## config.mk

```make
export PLATFORM = sky130hd
export DESIGN_NAME = prs_sequencer
export DESIGN_NICKNAME = d
export VERILOG_FILES = /design/src/core/prs_sequencer.v
export VERILOG_INCLUDE_DIRS = /design/src /design/src/include
export SDC_FILE = /design/constraint.sdc
export NUM_CORES = 1
export LEC_CHECK = 0
export ABC_CLOCK_PERIOD_IN_PS = 3250
export BUFFER_PORTS_ARGS = -buffer_cell sky130_fd_sc_hd__buf_2
export CAP_MARGIN = 40
export CORE_MARGIN = 1
export CORE_UTILIZATION = 46
export DETAILED_ROUTE_END_ITERATION = 16
export PLACE_DENSITY = 0.69
export SYNTH_ARGS = -nofsm -noshare
export SYNTH_HDL_FRONTEND = slang
export SYNTH_SLANG_ARGS = --single-unit
```

## constraint.sdc

```tcl
create_clock -name clk_sys -period 3.25 [get_ports clk_sys]
set_input_delay 0.325 -clock clk_sys [delete_from_list [all_inputs] [get_ports clk_sys]]
set_output_delay 0.325 -clock clk_sys [all_outputs]
set_load 0.05 [all_outputs]
```

## src/include/prs_defs.vh

```
// Constants for the projector rail sequencer and strobe decoder.
// Assumes a 10 MHz system clock; included by bare name.
`ifndef PRS_DEFS_VH
`define PRS_DEFS_VH
`define PRS_CLK_HZ         10000000
`define PRS_OFS_DELAY_MS   100
`define PRS_RAIL_DELAY_MS  10
`define PRS_DEGLITCH_MS    1
`define PRS_SEL_FILTER_NS  300
`define PRS_OFS_CYC    ((`PRS_CLK_HZ / 1000) * `PRS_OFS_DELAY_MS)
`define PRS_RAIL_CYC   ((`PRS_CLK_HZ / 1000) * `PRS_RAIL_DELAY_MS)
`define PRS_DGL_CYC    (((`PRS_CLK_HZ / 1000) * `PRS_DEGLITCH_MS))
`define PRS_SEL_CYC    (((`PRS_CLK_HZ / 1000000) * `PRS_SEL_FILTER_NS + 999) / 1000)
`define PRS_WARN_ON_C   8'd120
`define PRS_WARN_HYST_C 8'd10
`define PRS_TSD_ON_C    8'd150
`define PRS_TSD_HYST_C  8'd15
`define PRS_ST_OFF      2'h0
`define PRS_ST_WAIT     2'h1
`define PRS_ST_OFS      2'h2
`define PRS_ST_ON       2'h3
`define PRS_SW_NONE     6'h00
`define PRS_CA_UPPER    6'h07
`define PRS_CA_LOW1     6'h08
`define PRS_CA_LOW2     6'h10
`define PRS_CA_LOW3     6'h20
`define PRS_CCA_1       6'h21
`define PRS_CCA_2       6'h1c
`define PRS_CCA_3       6'h1a
`define PRS_CUR_W       10
`endif

```

## src/core/prs_sequencer.v

```verilog
// Rail sequencer, fault shutdown, thermal flags and six-switch strobe decoder.
// Assumes all inputs synchronous to clk_sys; serial port decoded elsewhere.
`timescale 1ns/1ps
`default_nettype none
`include "prs_defs.vh"

// ----------------------------------------------------------------
// Level deglitch filter
// ----------------------------------------------------------------
// A new level is taken only after it has stood CYC enabled clocks.
// Any bounce restarts the count, so a chattering pin never gets through.
module prs_deglitch #(
  parameter integer CYC   = 5,
  parameter integer CNT_W = 21
) (
  input  wire clk_sys,
  input  wire rst_n,
  input  wire clk_en,
  input  wire level_in,
  output reg  level_ff
);

  reg [CNT_W-1:0] cnt_ff;

  always @(posedge clk_sys or negedge rst_n) begin
    if (!rst_n) begin
      level_ff <= 1'b0;
      cnt_ff   <= {CNT_W{1'b0}};
    end else if (clk_en) begin
      if (level_in == level_ff) begin
        cnt_ff <= {CNT_W{1'b0}};
      end else if (cnt_ff == CYC[CNT_W-1:0] - 1'b1) begin
        level_ff <= level_in;
        cnt_ff   <= {CNT_W{1'b0}};
      end else begin
        cnt_ff <= cnt_ff + 1'b1;
      end
    end
  end

endmodule // prs_deglitch

// ----------------------------------------------------------------
// Sequencer top
// ----------------------------------------------------------------
module prs_sequencer #(
  parameter integer OFS_CYC  = `PRS_OFS_CYC,
  parameter integer RAIL_CYC = `PRS_RAIL_CYC,
  parameter integer DGL_CYC  = `PRS_DGL_CYC,
  parameter integer SEL_CYC  = `PRS_SEL_CYC,
  parameter integer CNT_W    = 21
) (
  input  wire        clk_sys,
  input  wire        rstn,
  input  wire        clk_en,
  input  wire        projector_power_request,
  input  wire        test_in,
  input  wire [1:0]  color_select,
  input  wire        package_layout,
  input  wire        mirror_rails_enable,
  input  wire        led_supply_enable,
  input  wire [2:0]  rail_fault,
  input  wire [7:0]  die_temp_c,
  input  wire [7:0]  switch_dead_time,
  input  wire [29:0] channel_current_code,
  input  wire [2:0]  transient_limit_code,
  input  wire [1:0]  measure_gain_code,
  output reg         offset_rail_ff,
  output reg         bias_rail_ff,
  output reg         negative_reset_rail_ff,
  output reg         full_active_state_ff,
  output reg         led_driver_en_ff,
  output reg  [5:0]  switch_gate_ff,
  output reg  [9:0]  active_current_code_ff,
  output reg  [2:0]  limit_code_ff,
  output reg  [1:0]  gain_code_ff,
  output reg         test_mode_ff,
  output reg         hot_warning_ff,
  output reg         thermal_shutdown_flag_ff
);

  // ----------------------------------------------------------------
  // Reset release
  // ----------------------------------------------------------------
  reg rst_meta_ff;
  reg rst_sync_n_ff;
  always @(posedge clk_sys or negedge rstn) begin
    if (!rstn) begin
      rst_meta_ff   <= 1'b0;
      rst_sync_n_ff <= 1'b0;
    end else begin
      rst_meta_ff   <= 1'b1;
      rst_sync_n_ff <= rst_meta_ff;
    end
  end

  // ----------------------------------------------------------------
  // Deglitch filters
  // ----------------------------------------------------------------
  wire            req_dg;
  wire            tst_dg;
  reg [1:0]       sel_dg_ff;
  reg [7:0]       sel_cnt_ff;
  reg [1:0]       sel_last_ff;

  // Power request: a long filter, so a glitch never starts the rails
  prs_deglitch #(
    .CYC   (DGL_CYC),
    .CNT_W (CNT_W)
  ) i_req_dg (
    .clk_sys  (clk_sys),
    .rst_n    (rst_sync_n_ff),
    .clk_en   (clk_en),
    .level_in (projector_power_request),
    .level_ff (req_dg)
  );

  // Test pin uses the same filter length
  prs_deglitch #(
    .CYC   (DGL_CYC),
    .CNT_W (CNT_W)
  ) i_tst_dg (
    .clk_sys  (clk_sys),
    .rst_n    (rst_sync_n_ff),
    .clk_en   (clk_en),
    .level_in (test_in),
    .level_ff (tst_dg)
  );

  // Select filter is short; a code must stand SEL_CYC+1 clocks
  always @(posedge clk_sys or negedge rst_sync_n_ff) begin
    if (!rst_sync_n_ff) begin
      sel_dg_ff   <= 2'h0;
      sel_cnt_ff  <= 8'h00;
      sel_last_ff <= 2'h0;
    end else if (clk_en) begin
      sel_last_ff <= color_select;
      if (color_select != sel_last_ff) begin
        sel_cnt_ff <= 8'h00;
      end else if (sel_cnt_ff < SEL_CYC[7:0] - 8'h01) begin
        sel_cnt_ff <= sel_cnt_ff + 8'h01;
      end else begin
        sel_dg_ff <= sel_last_ff;
      end
    end
  end

  // ----------------------------------------------------------------
  // Rail sequencer
  // ----------------------------------------------------------------
  reg [1:0]       state_ff;
  reg [CNT_W-1:0] seq_cnt_ff;
  reg [1:0]       nxt_state;
  wire            any_fault = |rail_fault;
  wire            rails_ok  = offset_rail_ff & bias_rail_ff & negative_reset_rail_ff;

  always @* begin
    nxt_state = state_ff;
    case (state_ff)
      `PRS_ST_OFF:  if (req_dg && mirror_rails_enable) nxt_state = `PRS_ST_WAIT;
      `PRS_ST_WAIT: if (seq_cnt_ff == OFS_CYC[CNT_W-1:0] - 1'b1) nxt_state = `PRS_ST_OFS;
      `PRS_ST_OFS:  if (seq_cnt_ff == RAIL_CYC[CNT_W-1:0] - 1'b1) nxt_state = `PRS_ST_ON;
      `PRS_ST_ON:   nxt_state = `PRS_ST_ON;
      default:      nxt_state = `PRS_ST_OFF;
    endcase
    // Fault latches off until the request is dropped and raised again
    if (!req_dg || !mirror_rails_enable) nxt_state = `PRS_ST_OFF;
  end

  reg fault_lock_ff;
  always @(posedge clk_sys or negedge rst_sync_n_ff) begin
    if (!rst_sync_n_ff) begin
      state_ff               <= `PRS_ST_OFF;
      seq_cnt_ff             <= {CNT_W{1'b0}};
      fault_lock_ff          <= 1'b0;
      offset_rail_ff         <= 1'b0;
      bias_rail_ff           <= 1'b0;
      negative_reset_rail_ff <= 1'b0;
      full_active_state_ff   <= 1'b0;
      led_driver_en_ff       <= 1'b0;
    end else if (clk_en) begin
      if (any_fault || thermal_shutdown_flag_ff) fault_lock_ff <= 1'b1;
      else if (!req_dg) fault_lock_ff <= 1'b0;
      state_ff   <= (fault_lock_ff || any_fault) ? `PRS_ST_OFF : nxt_state;
      seq_cnt_ff <= (nxt_state != state_ff) ? {CNT_W{1'b0}} : seq_cnt_ff + 1'b1;
      if (any_fault || fault_lock_ff) begin
        offset_rail_ff         <= 1'b0;
        bias_rail_ff           <= 1'b0;
        negative_reset_rail_ff <= 1'b0;
      end else begin
        offset_rail_ff         <= (nxt_state == `PRS_ST_OFS) || (nxt_state == `PRS_ST_ON);
        bias_rail_ff           <= (nxt_state == `PRS_ST_ON);
        negative_reset_rail_ff <= (nxt_state == `PRS_ST_ON);
      end
      full_active_state_ff <= rails_ok && !any_fault && led_supply_enable;
      led_driver_en_ff     <= rails_ok && !any_fault && !fault_lock_ff
                              && led_supply_enable;
    end
  end

  // ----------------------------------------------------------------
  // Strobe decoder with break-before-make
  // ----------------------------------------------------------------
  reg [5:0] target;
  always @* begin
    target = `PRS_SW_NONE;
    if (!package_layout) begin
      case (sel_dg_ff)
        2'h1:    target = `PRS_CA_UPPER | `PRS_CA_LOW1;
        2'h2:    target = `PRS_CA_UPPER | `PRS_CA_LOW2;
        2'h3:    target = `PRS_CA_UPPER | `PRS_CA_LOW3;
        default: target = `PRS_CA_UPPER;
      endcase
    end else begin
      case (sel_dg_ff)
        2'h1:    target = `PRS_CCA_1;
        2'h2:    target = `PRS_CCA_2;
        2'h3:    target = `PRS_CCA_3;
        default: target = `PRS_SW_NONE;
      endcase
    end
    if (!led_driver_en_ff) target = `PRS_SW_NONE;
  end

  reg [7:0] dead_cnt_ff;
  always @(posedge clk_sys or negedge rst_sync_n_ff) begin
    if (!rst_sync_n_ff) begin
      switch_gate_ff         <= `PRS_SW_NONE;
      dead_cnt_ff            <= 8'h00;
      active_current_code_ff <= {`PRS_CUR_W{1'b0}};
    end else if (clk_en) begin
      // Opens go out at once; closures wait so no two paths ever overlap
      if (target == switch_gate_ff) begin
        dead_cnt_ff <= 8'h00;
      end else if ((switch_gate_ff & ~target) != 6'h00) begin
        switch_gate_ff <= switch_gate_ff & target;
        dead_cnt_ff    <= 8'h00;
      end else if (dead_cnt_ff >= switch_dead_time) begin
        switch_gate_ff <= target;
      end else begin
        dead_cnt_ff <= dead_cnt_ff + 8'h01;
      end
      case (sel_dg_ff)
        2'h1:    active_current_code_ff <= channel_current_code[9:0];
        2'h2:    active_current_code_ff <= channel_current_code[19:10];
        2'h3:    active_current_code_ff <= channel_current_code[29:20];
        default: active_current_code_ff <= {`PRS_CUR_W{1'b0}};
      endcase
    end
  end

  // ----------------------------------------------------------------
  // Codes passed to the analog side and thermal flags
  // ----------------------------------------------------------------
  always @(posedge clk_sys or negedge rst_sync_n_ff) begin
    if (!rst_sync_n_ff) begin
      limit_code_ff            <= 3'h0;
      gain_code_ff             <= 2'h0;
      test_mode_ff             <= 1'b0;
      hot_warning_ff           <= 1'b0;
      thermal_shutdown_flag_ff <= 1'b0;
    end else if (clk_en) begin
      limit_code_ff <= transient_limit_code;
      gain_code_ff  <= measure_gain_code;
      test_mode_ff  <= tst_dg;
      // Hysteresis keeps the flags from chattering near a threshold
      if (die_temp_c > `PRS_WARN_ON_C) begin
        hot_warning_ff <= 1'b1;
      end else if (die_temp_c <= `PRS_WARN_ON_C - `PRS_WARN_HYST_C) begin
        hot_warning_ff <= 1'b0;
      end
      // Shutdown also latches the rails off until the request drops
      if (die_temp_c >= `PRS_TSD_ON_C) begin
        thermal_shutdown_flag_ff <= 1'b1;
      end else if (die_temp_c <= `PRS_TSD_ON_C - `PRS_TSD_HYST_C) begin
        thermal_shutdown_flag_ff <= 1'b0;
      end
    end
  end

endmodule // prs_sequencer
`default_nettype wire

```

==> qor.txt, run 1 <==
Outcome - completed
Type of the worst setup path - reg -> reg
DRT iter0 DRCs - 359
Design Power - 4.573 mW
Vias - 5,583
Ys flop type - dfrtp_1
Internal power - 3.347 mW
Max FO, Critical Path - 16
Avg Vias per Cell - 5.798
Die area - 14,560 µm²
GRT Util Overall - 21.98%
Tmin final - 2878 ps
Sequential share of power - 37.3%
Post-synth ARST share - 100.0%
Antenna diodes - 0
Slew Limit Fails - 0
MaxCap Viol Count - 0
Worst path slowest cell - dfrtp_1
IO Pins - 93
ANT nets after route - 0
Clk network pwr share - 46.8%
Pin count of the biggest net entering global routing - 112
# DRC - 0
Post-CTS Hold Fix Bufs - 1
Final net count - 863
Total Wirelength - 14,930 µm
Synth Area per Inst - 9.526 µm²
Clock sink total - 118
Commonest non-fill, non-tap cell in the layout - dfrtp_1
Max VDD drop - 0.3755 mV
Worst-skew pair later-pin latency - 410 ps
Site Rows - 42
Initial Util - 47.96%
Fmax - 347.5 MHz
Port-buffer cells - 92
Initial antenna violation count - 0
Clk slew on worst S/H paths - 50 ps
Num CTS Buffers - 17
Met1 usage - 27.55%
Mapped Cells - 680
Core area - 13,510 µm²
Logic pwr share - 15.9%
CTS max path bufs - 2
Yosys cell types - 64
CP Cell Sequence - nand2b_1, o21ai_0, nand2_1, ha_1, or4_1, nor3_1, buf_4, nand3_1, nor4_1, a22oi_1, nand2_1
Critical path required time - 3590 ps
HPWL after DPL - 10,170 µm
Fin worst setup slack - 372.1 ps
Layout cell share with drive strength beyond 1 - 20.97%
Total grt overflow - 0
Hold Crit Class - reg -> async
Post-Syn Area - 6477 µm²
Setup violators final - 0
Slew @ Worst Pin - 816.3 ps
CTS tree - built
Ys Warns - 0
H-Tree Depth - 4
Final Hold Vio Count - 0
Root buffer cell - clkbuf_16
Crit share post-route - 88.55%
Sw frac - 26.80%
Fin cells - 963
RSZ-0062 raised after global routing - false
Fin Setup TNS - 0 ps
DP Cell Count - 929
DIE WIDTH - 120.7 µm
Mapped Nets - 769
Vias in the first global route - 5,527
Final RePlAce weighted congestion - 0.8730
Busiest grt layer - met2
Crit. End Element - flip-flop
Finished Core Util - 57.74%
Most used cell, CP - nand2_1
Leakage - 3.539 nW
Clock skew - 10.82 ps
Slew Limit Headroom - 45.08%
Switch Pwr - 1.226 mW
Most frequent cells in the layout - 117 x dfrtp_1, 92 x buf_2, 70 x nand2_1
Pwr dens - 586.5 nW/µm²
Global-route wire length before repair - 25,430 µm
Post-CTS Setup Repair Bufs - 0
Die Ht - 120.7 µm
Met3 Use GR - 4.528%
Fill cell count - 1,163
Critical path's largest stage delay - 640 ps
Crit path DAT - 3220 ps
Register area share after synthesis - 45.59%
Resized cells post-CTS - 0
Detailed Routing Iterations Pass 1 - 5
Count of state elements after synthesis - 118
Per-cell routed wire length - 15.50 µm
Number of flops mapped to enable cells by yosys - 0
CP startpoint kind - flip-flop
M2 GR Usage - 36.96%
Area grow syn2layout - 20.38%
Setup WS pre-CTS - 438.4 ps
cells by family after synthesis:
group,after synthesis,share of synthesized area [%]
AOI/OAI and AO/OA,170,17.66
other,1,0.05789
DFF,118,45.59
adders and majority gates,25,4.829
xor gates and xnor gates,22,2.975
muxes,29,4.984
buffers and inverters,53,3.573
and+or+nand+nor,262,20.34
final timing paths:
check	end	slack, ps	cells after the start	from
max	dead_cnt_ff[7]	370	11	sel_dg_ff[0]
min	test_mode_ff	120	0	rst_sync_n_ff
max reg2reg	dead_cnt_ff[7]	370	11	sel_dg_ff[0]
min reg2reg	test_mode_ff	120	0	rst_sync_n_ff
max in group asynchronous	switch_gate_ff[0]	2330	1	rst_sync_n_ff
min in group clk_sys	gain_code_ff[1]	140	2	measure_gain_code[1]
layer usage:
layer  share of wire (%)  up-vias
li1                    -     2699
met1                  45     2722
met2                  49      146
met3                 4.2       16
met4                 1.4        0
met5                   0        -
layout make-up:
type	instances	area (µm²)	area share [%]
inverters	24	90.09	1.155
repair buffers	104	563.0	7.221
multi-input cells	509	3293	42.23
well taps	176	220.2	2.824
clock buffers	24	481.7	6.178
clock inverters	8	192.7	2.471
flip-flops and latches	118	2957	37.92
Yosys cell counts (6+ instances only):
library cell | number | area (µm²)
a21oi_1 | 13 | 65.06
a221oi_1 | 10 | 87.58
a2bb2oi_1 | 6 | 52.55
a31oi_1 | 11 | 68.82
and3_1 | 12 | 75.07
buf_2 | 8 | 40.04
clkbuf_1 | 12 | 45.04
dfrtp_1 | 118 | 2953
ha_1 | 25 | 312.8
inv_1 | 24 | 90.09
mux2_2 | 26 | 292.8
nand2_1 | 70 | 262.8
nand2b_1 | 12 | 75.07
nand3_1 | 29 | 145.1
nand4_1 | 13 | 81.33
nor2_1 | 60 | 225.2
nor2b_1 | 13 | 81.33
nor3_1 | 10 | 50.05
nor4_1 | 19 | 118.9
o21ai_0 | 54 | 270.3
o22ai_1 | 6 | 37.54
o31ai_1 | 24 | 180.2
o41ai_1 | 10 | 87.58
xnor2_1 | 11 | 96.34
xor2_1 | 11 | 96.34
power groups by stage:
stage	clock [mW]	combinational (mW)	sequential, mW
after floorplan	0	0.370	1.88
after global placement	0	0.708	1.72
after detailed placement	0	0.729	1.73
after CTS	2.18	0.734	1.71
after global routing	2.24	0.792	1.73
final	2.14	0.727	1.71
critical path: cells and delay by family, from the launching register on:
family          cells  cell delay [ps]
buf+inv             1              200
compound gates      2              300
simple gates        7             1470
fa+ha+maj           1              190
flops               1              640
registers in the layout (all words and copies together), names as in the netlist, 2 cells and up:
register / count
limit_code_ff: 3
dead_cnt_ff: 8
sel_dg_ff: 2
gain_code_ff: 2
switch_gate_ff: 6
state_ff: 2
seq_cnt_ff: 21
i_req_dg.cnt_ff: 21
i_tst_dg.cnt_ff: 21
active_current_code_ff: 10
sel_cnt_ff: 8
sel_last_ff: 2
per-stage QoR:
| step | hold WS [ps] | area [µm²] |
|---|---|---|
| finish | 119.3 | 7797 |
| global route | 131.0 | 7797 |
| CTS | 124.5 | 7792 |
| detailed placement | 112.0 | 7108 |
| global placement | 109.3 | 7108 |
| floorplan | 29.41 | 6479 |
Note: power is estimated with default switching activity, not from simulation.
==> run 2: changes to the inputs <==
Settings changed: ABC_CLOCK_PERIOD_IN_PS 3250 to 3100, PLACE_DENSITY 0.69 to 0.66.
Clock period 3.25 ns to 3.1 ns, I/O delays scaled along.
==> qor.txt, run 2 (synthesis gave the netlist of run 1 again) <==
Crit path from - sel_dg_ff[1] (was sel_dg_ff[0])
Clock sink total - 118 (unchanged)
Leakage - 3.502 nW (was 3.539 nW)
Die Ht - 120.7 µm (unchanged)
Outcome - completed (unchanged)
Slew Limit Headroom - 41.17% (was 45.08%)
Fmax - 367.2 MHz (was 347.5 MHz)
IO Pins - 93 (unchanged)
Vias in the first global route - 5,325 (was 5,527)
Pwr dens - 554.9 nW/µm² (was 586.5 nW/µm²)
Final RePlAce weighted congestion - 0.8542 (was 0.8730)
Tmin final - 2723 ps (was 2878 ps)
CP startpoint kind - flip-flop (unchanged)
Die area - 14,560 µm² (unchanged)
Antenna diodes - 0 (unchanged)
Sequential share of power - 41.7% (was 37.3%)
Layout cell share with drive strength beyond 1 - 21.39% (was 20.97%)
Final Hold Vio Count - 0 (unchanged)
HPWL after DPL - 10,970 µm (was 10,170 µm)
DIE WIDTH - 120.7 µm (unchanged)
Hold Crit Class - in -> reg (was reg -> async)
MaxCap Viol Count - 0 (unchanged)
Most frequent cells in the layout - 117 x dfrtp_1, 92 x buf_2, 70 x nand2_1 (unchanged)
Clk slew on worst S/H paths - 50 ps (about the same)
Avg Vias per Cell - 5.811 (was 5.798)
Pin count of the biggest net entering global routing - 46 (was 112)
H-Tree Depth - 4 (unchanged)
Crit share post-route - 87.84% (was 88.55%)
Critical path required time - 3460 ps (was 3590 ps)
Num CTS Buffers - 17 (unchanged)
CTS max path bufs - 2 (unchanged)
Reg2reg start - sel_dg_ff[1] (was sel_dg_ff[0])
Total Wirelength - 15,340 µm (was 14,930 µm)
Setup violators final - 0 (unchanged)
Type of the worst setup path - reg -> reg (unchanged)
Biggest regs - i_req_dg.cnt_ff (21), i_tst_dg.cnt_ff (21), seq_cnt_ff (21) (unchanged)
GRT Util Overall - 22.32% (was 21.98%)
Logic pwr share - 18.7% (was 15.9%)
Final net count - 869 (was 863)
Commonest non-fill, non-tap cell in the layout - dfrtp_1 (unchanged)
Root buffer cell - clkbuf_16 (unchanged)
Clock skew - 5.551 ps (was 10.82 ps)
DRT iter0 DRCs - 332 (was 359)
ANT nets after route - 0 (unchanged)
Crit path DAT - 3080 ps (was 3220 ps)
Core area - 13,510 µm² (unchanged)
Fill cell count - 1,176 (was 1,163)
Vias - 5,613 (was 5,583)
Setup WS pre-CTS - 211.1 ps (was 438.4 ps)
Max VDD drop - 0.4618 mV (was 0.3755 mV)
Clk network pwr share - 39.6% (was 46.8%)
Post-CTS Setup Repair Bufs - 0 (unchanged)
Area grow syn2layout - 18.58% (was 20.38%)
RSZ-0062 raised after global routing - false (unchanged)
Global-route wire length before repair - 25,450 µm (was 25,430 µm)
Detailed Routing Iterations Pass 1 - 5 (unchanged)
Total grt overflow - 0 (unchanged)
Port-buffer cells - 92 (unchanged)
Per-cell routed wire length - 15.88 µm (was 15.50 µm)
Sw frac - 29.88% (was 26.80%)
Internal power - 2.988 mW (was 3.347 mW)
Crit. End Element - flip-flop (unchanged)
Worst-skew pair later-pin latency - 420 ps (was 410 ps)
CTS tree - built (unchanged)
Max FO, Critical Path - 12 (was 16)
Site Rows - 42 (unchanged)
Slew Limit Fails - 0 (unchanged)
Initial antenna violation count - 0 (unchanged)
Slew @ Worst Pin - 874.4 ps (was 816.3 ps)
Initial Util - 47.96% (unchanged)
Fin worst setup slack - 377.0 ps (was 372.1 ps)
Switch Pwr - 1.273 mW (was 1.226 mW)
Min-delay src - transient_limit_code[0]
Fin Setup TNS - 0 ps (unchanged)
# DRC - 0 (unchanged)
[run 2: changes by cell type in the layout (fill, tap and decap cells not counted)]
| cell | before | now |
|---|---|---|
| nor3_1 | 10 | 9 |
| nor3_2 | 1 | 2 |
| clkbuf_8 | 3 | 2 |
| buf_4 | 9 | 16 |
| bufinv_16 | 6 | 0 |
| buf_16 | 0 | 1 |
| clkinv_2 | 1 | 6 |
| buf_12 | 1 | 0 |
| clkinvlp_4 | 1 | 0 |
| clkbuf_2 | 1 | 0 |
[run 2: repair_timing]
action                                  4_1_cts  5_1_grt
hold endpoints to repair                      2        0
gates resized for setup                       0        1
hold buffers                                  1        0
endpoints found under the setup margin        0       12
[run 2: through the flow]
stage	cells	util (%)	hold slack [ps]	total power [mW]	area, µm²
final	966	56.87	120.5	4.262	7681
after global placement	935	52.87	96.33	2.568	7141
after floorplan	680	-	14.41	2.357	6479
after detailed placement	936	53.08	98.17	2.598	7168
after global routing	966	56.87	113.0	4.463	7681
after CTS	966	56.84	108.2	4.302	7676
[run 2: final timing paths]
check                                      to  slack (ps)  cells past startpoint
hold / removal               limit_code_ff[0]         120                      2
setup reg to reg               dead_cnt_ff[7]         380                     11
min in group asynchronous       rst_sync_n_ff         190                      2
setup / recovery               dead_cnt_ff[7]         380                     11
max in group asynchronous   switch_gate_ff[4]        1880                      2
hold reg to reg            i_tst_dg.cnt_ff[6]         310                      0
[run 2: critical path: stages (launching register included)]
cell     delay (ps)
dfrtp_1         430
buf_4           240
nand2_1          60
o21ai_0          70
nand2_1         110
ha_1            190
or4_1           550
nor3_2          310
nand3_1         200
nor4_1          290
a22oi_1         100
nand2_1         110
[run 2: area by class of cell]
class,count,area [µm²],area share [%]
Inverter,24,90.09,1.173
Timing Repair Buffer,110,618.1,8.047
Clock buffer,23,467.9,6.092
Tap cell,176,220.2,2.867
Clock inverter,6,30.03,0.3909
Sequential cell,118,2957,38.49
Multi-Input combinational cell,509,3298,42.94
[run 2: power groups by stage]
stage               registers (mW)  logic [mW]  clock network, mW
floorplan                     1.97       0.388                  0
global placement              1.80       0.764                  0
detailed placement            1.80       0.799                  0
CTS                           1.78       0.803               1.72
global route                  1.80       0.876               1.79
finish                        1.78       0.795               1.69
[run 2: routing by layer]
layer / global-route usage [%] / vias to the layer above / wire (µm)
met5: 0 / - / 0
met4: 8.565 / 0 / 194
met3: 5.896 / 20 / 814
met2: 35.74 / 150 / 7190
met1: 28.87 / 2734 / 7141
li1: - / 2709 / -
==> run 3: changes to the inputs <==
Settings changed: GPL_TIMING_DRIVEN from default to 0.
==> qor.txt, run 3 (synthesis gave the netlist of run 1 again) <==
Outcome - completed (unchanged)
Max FO, Critical Path - 9 (was 12)
Fin Setup TNS - 0 ps (unchanged)
Design Power - 4.733 mW (was 4.262 mW)
Final net count - 881 (was 869)
ANT nets after route - 0 (unchanged)
Fin worst setup slack - 166.0 ps (was 377.0 ps)
Finished Core Util - 58.11% (was 56.87%)
Clock sink total - 118 (unchanged)
Type of the worst setup path - reg -> reg (unchanged)
RSZ-0062 raised after global routing - false (unchanged)
Fmax - 340.8 MHz (was 367.2 MHz)
Slew Limit Headroom - 41.88% (was 41.17%)
Setup WS pre-CTS - -247.5 ps (was 211.1 ps)
Switch Pwr - 1.312 mW (was 1.273 mW)
Avg Vias per Cell - 5.857 (was 5.811)
Total Wirelength - 16,290 µm (was 15,340 µm)
Final RePlAce weighted congestion - 0.9088 (was 0.8542)
Pin count of the biggest net entering global routing - 60 (was 46)
Site Rows - 42 (unchanged)
CTS tree - built (unchanged)
Root buffer cell - clkbuf_16 (unchanged)
HPWL after DPL - 11,550 µm (was 10,970 µm)
Core area - 13,510 µm² (unchanged)
Global-route wire length before repair - 26,430 µm (was 25,450 µm)
Logic pwr share - 16.5% (was 18.7%)
Sequential share of power - 37.9% (was 41.7%)
Pwr dens - 603.1 nW/µm² (was 554.9 nW/µm²)
Slew @ Worst Pin - 863.9 ps (was 874.4 ps)
Biggest regs - i_req_dg.cnt_ff (21), i_tst_dg.cnt_ff (21), seq_cnt_ff (21) (unchanged)
CTS max path bufs - 2 (unchanged)
IO Pins - 93 (unchanged)
DIE WIDTH - 120.7 µm (unchanged)
Placed inst area - 7189 µm² (was 7168 µm²)
MaxCap Viol Count - 0 (unchanged)
Worst-skew pair later-pin latency - 420 ps (about the same)
Post-CTS Setup Repair Bufs - 0 (unchanged)
Final Hold Vio Count - 0 (unchanged)
Layout cell share with drive strength beyond 1 - 21.14% (was 21.39%)
Commonest non-fill, non-tap cell in the layout - dfrtp_1 (unchanged)
Slew Limit Fails - 0 (unchanged)
Total grt overflow - 0 (unchanged)
Num CTS Buffers - 17 (unchanged)
Per-cell routed wire length - 16.62 µm (was 15.88 µm)
Tmin final - 2934 ps (was 2723 ps)
Sw frac - 27.71% (was 29.88%)
Clk network pwr share - 45.5% (was 39.6%)
Vias in the first global route - 5,529 (was 5,325)
# DRC - 0 (unchanged)
CP startpoint kind - flip-flop (unchanged)
Clk slew on worst S/H paths - 50 ps (about the same)
GRT Util Overall - 23.34% (was 22.32%)
Setup violators final - 0 (unchanged)
Clock skew - 6.192 ps (was 5.551 ps)
Vias - 5,740 (was 5,613)
Antenna diodes - 0 (unchanged)
Most frequent cells in the layout - 116 x dfrtp_1, 100 x buf_2, 70 x nand2_1 (was 117 x dfrtp_1, 92 x buf_2, 70 x nand2_1)
Die Ht - 120.7 µm (unchanged)
Initial Util - 47.96% (unchanged)
Detailed Routing Iterations Pass 1 - 5 (unchanged)
Hold Crit Class - in -> reg (unchanged)
Fill cell count - 1,142 (was 1,176)
Critical path required time - 3440 ps (was 3460 ps)
H-Tree Depth - 4 (unchanged)
Die area - 14,560 µm² (unchanged)
Crit share post-route - 94.65% (was 87.84%)
Leakage - 3.561 nW (was 3.502 nW)
Crit. End Element - flip-flop (unchanged)
Final instance area - 7848 µm² (was 7681 µm²)
DRT iter0 DRCs - 319 (was 332)
Crit path DAT - 3270 ps (was 3080 ps)
Port-buffer cells - 92 (unchanged)
Initial antenna violation count - 0 (unchanged)
Max VDD drop - 0.5563 mV (was 0.4618 mV)
Area grow syn2layout - 21.15% (was 18.58%)
Internal power - 3.422 mW (was 2.988 mW)
## run 3: cell count changes in the layout (fill, tap and decap cells not counted), sizes merged
cell	previous run	this run
clkbuf	23	34
bufinv	0	5
clkinv	6	3
clkinvlp	0	1
## run 3: final cells by class
type | count | area [µm²] | area share (%)
buffer | 28 | 141.4 | 1.802
clock buffer | 22 | 474.2 | 6.043
clock inverter | 9 | 172.7 | 2.200
inverter | 24 | 90.09 | 1.148
multi-input combinational | 509 | 3293 | 41.96
sequential | 118 | 2958 | 37.69
tap | 176 | 220.2 | 2.806
timing repair buffer | 94 | 498.0 | 6.346
## run 3: path summary, 6_finish.rpt
path                                          from                 to  slack, ps  depth (start not counted)
setup reg to reg                      sel_dg_ff[1]  switch_gate_ff[2]        170                          7
hold reg to reg                        rst_meta_ff      rst_sync_n_ff        350                          0
max in group asynchronous            rst_sync_n_ff       sel_dg_ff[1]       1930                          1
min in group asynchronous                     rstn      rst_sync_n_ff        200                          2
setup / recovery                      sel_dg_ff[1]  switch_gate_ff[2]        170                          7
hold / removal             transient_limit_code[1]   limit_code_ff[1]        120                          2
## run 3: power by group through the flow
stage / Clock (mW) / Sequential (mW) / Combinational [mW]
2_1_floorplan: 0 / 1.97 / 0.388
3_3_place_gp: 0 / 1.81 / 0.761
3_5_place_dp: 0 / 1.80 / 0.799
4_1_cts: 2.20 / 1.79 / 0.782
5_1_grt: 2.26 / 1.82 / 0.856
6_report: 2.16 / 1.80 / 0.782
## run 3: worst max-delay path: stages (launching register included)
cell	delay, ps
dfrtp_2	480
nor2b_1	170
o21ai_0	350
ha_1	310
and4_1	220
a31oi_1	540
a21boi_1	580
a2bb2oi_1	200
## run 3: through the flow
stage / cells / hold slack [ps]
2_1_floorplan: 680 / 14.41
3_3_place_gp: 948 / 93.96
3_5_place_dp: 949 / 96.15
4_1_cts: 980 / 108.4
5_1_grt: 980 / 114.1
6_report: 980 / 121.5
## run 3: routing by layer
layer	up-vias	GRT usage (%)	routed length, µm
met2	201	38.04	7781
met3	29	5.142	913
met5	-	0	0
li1	2736	-	-
met4	0	10.73	376
met1	2774	29.58	7218
## run 3: timing repair
action	4_1_cts	5_1_grt
endpoints found under the setup margin	14	10
pin swaps	0	0
gates resized for setup	1	2
endpoints found under the hold margin	2	0
hold buffers	1	0
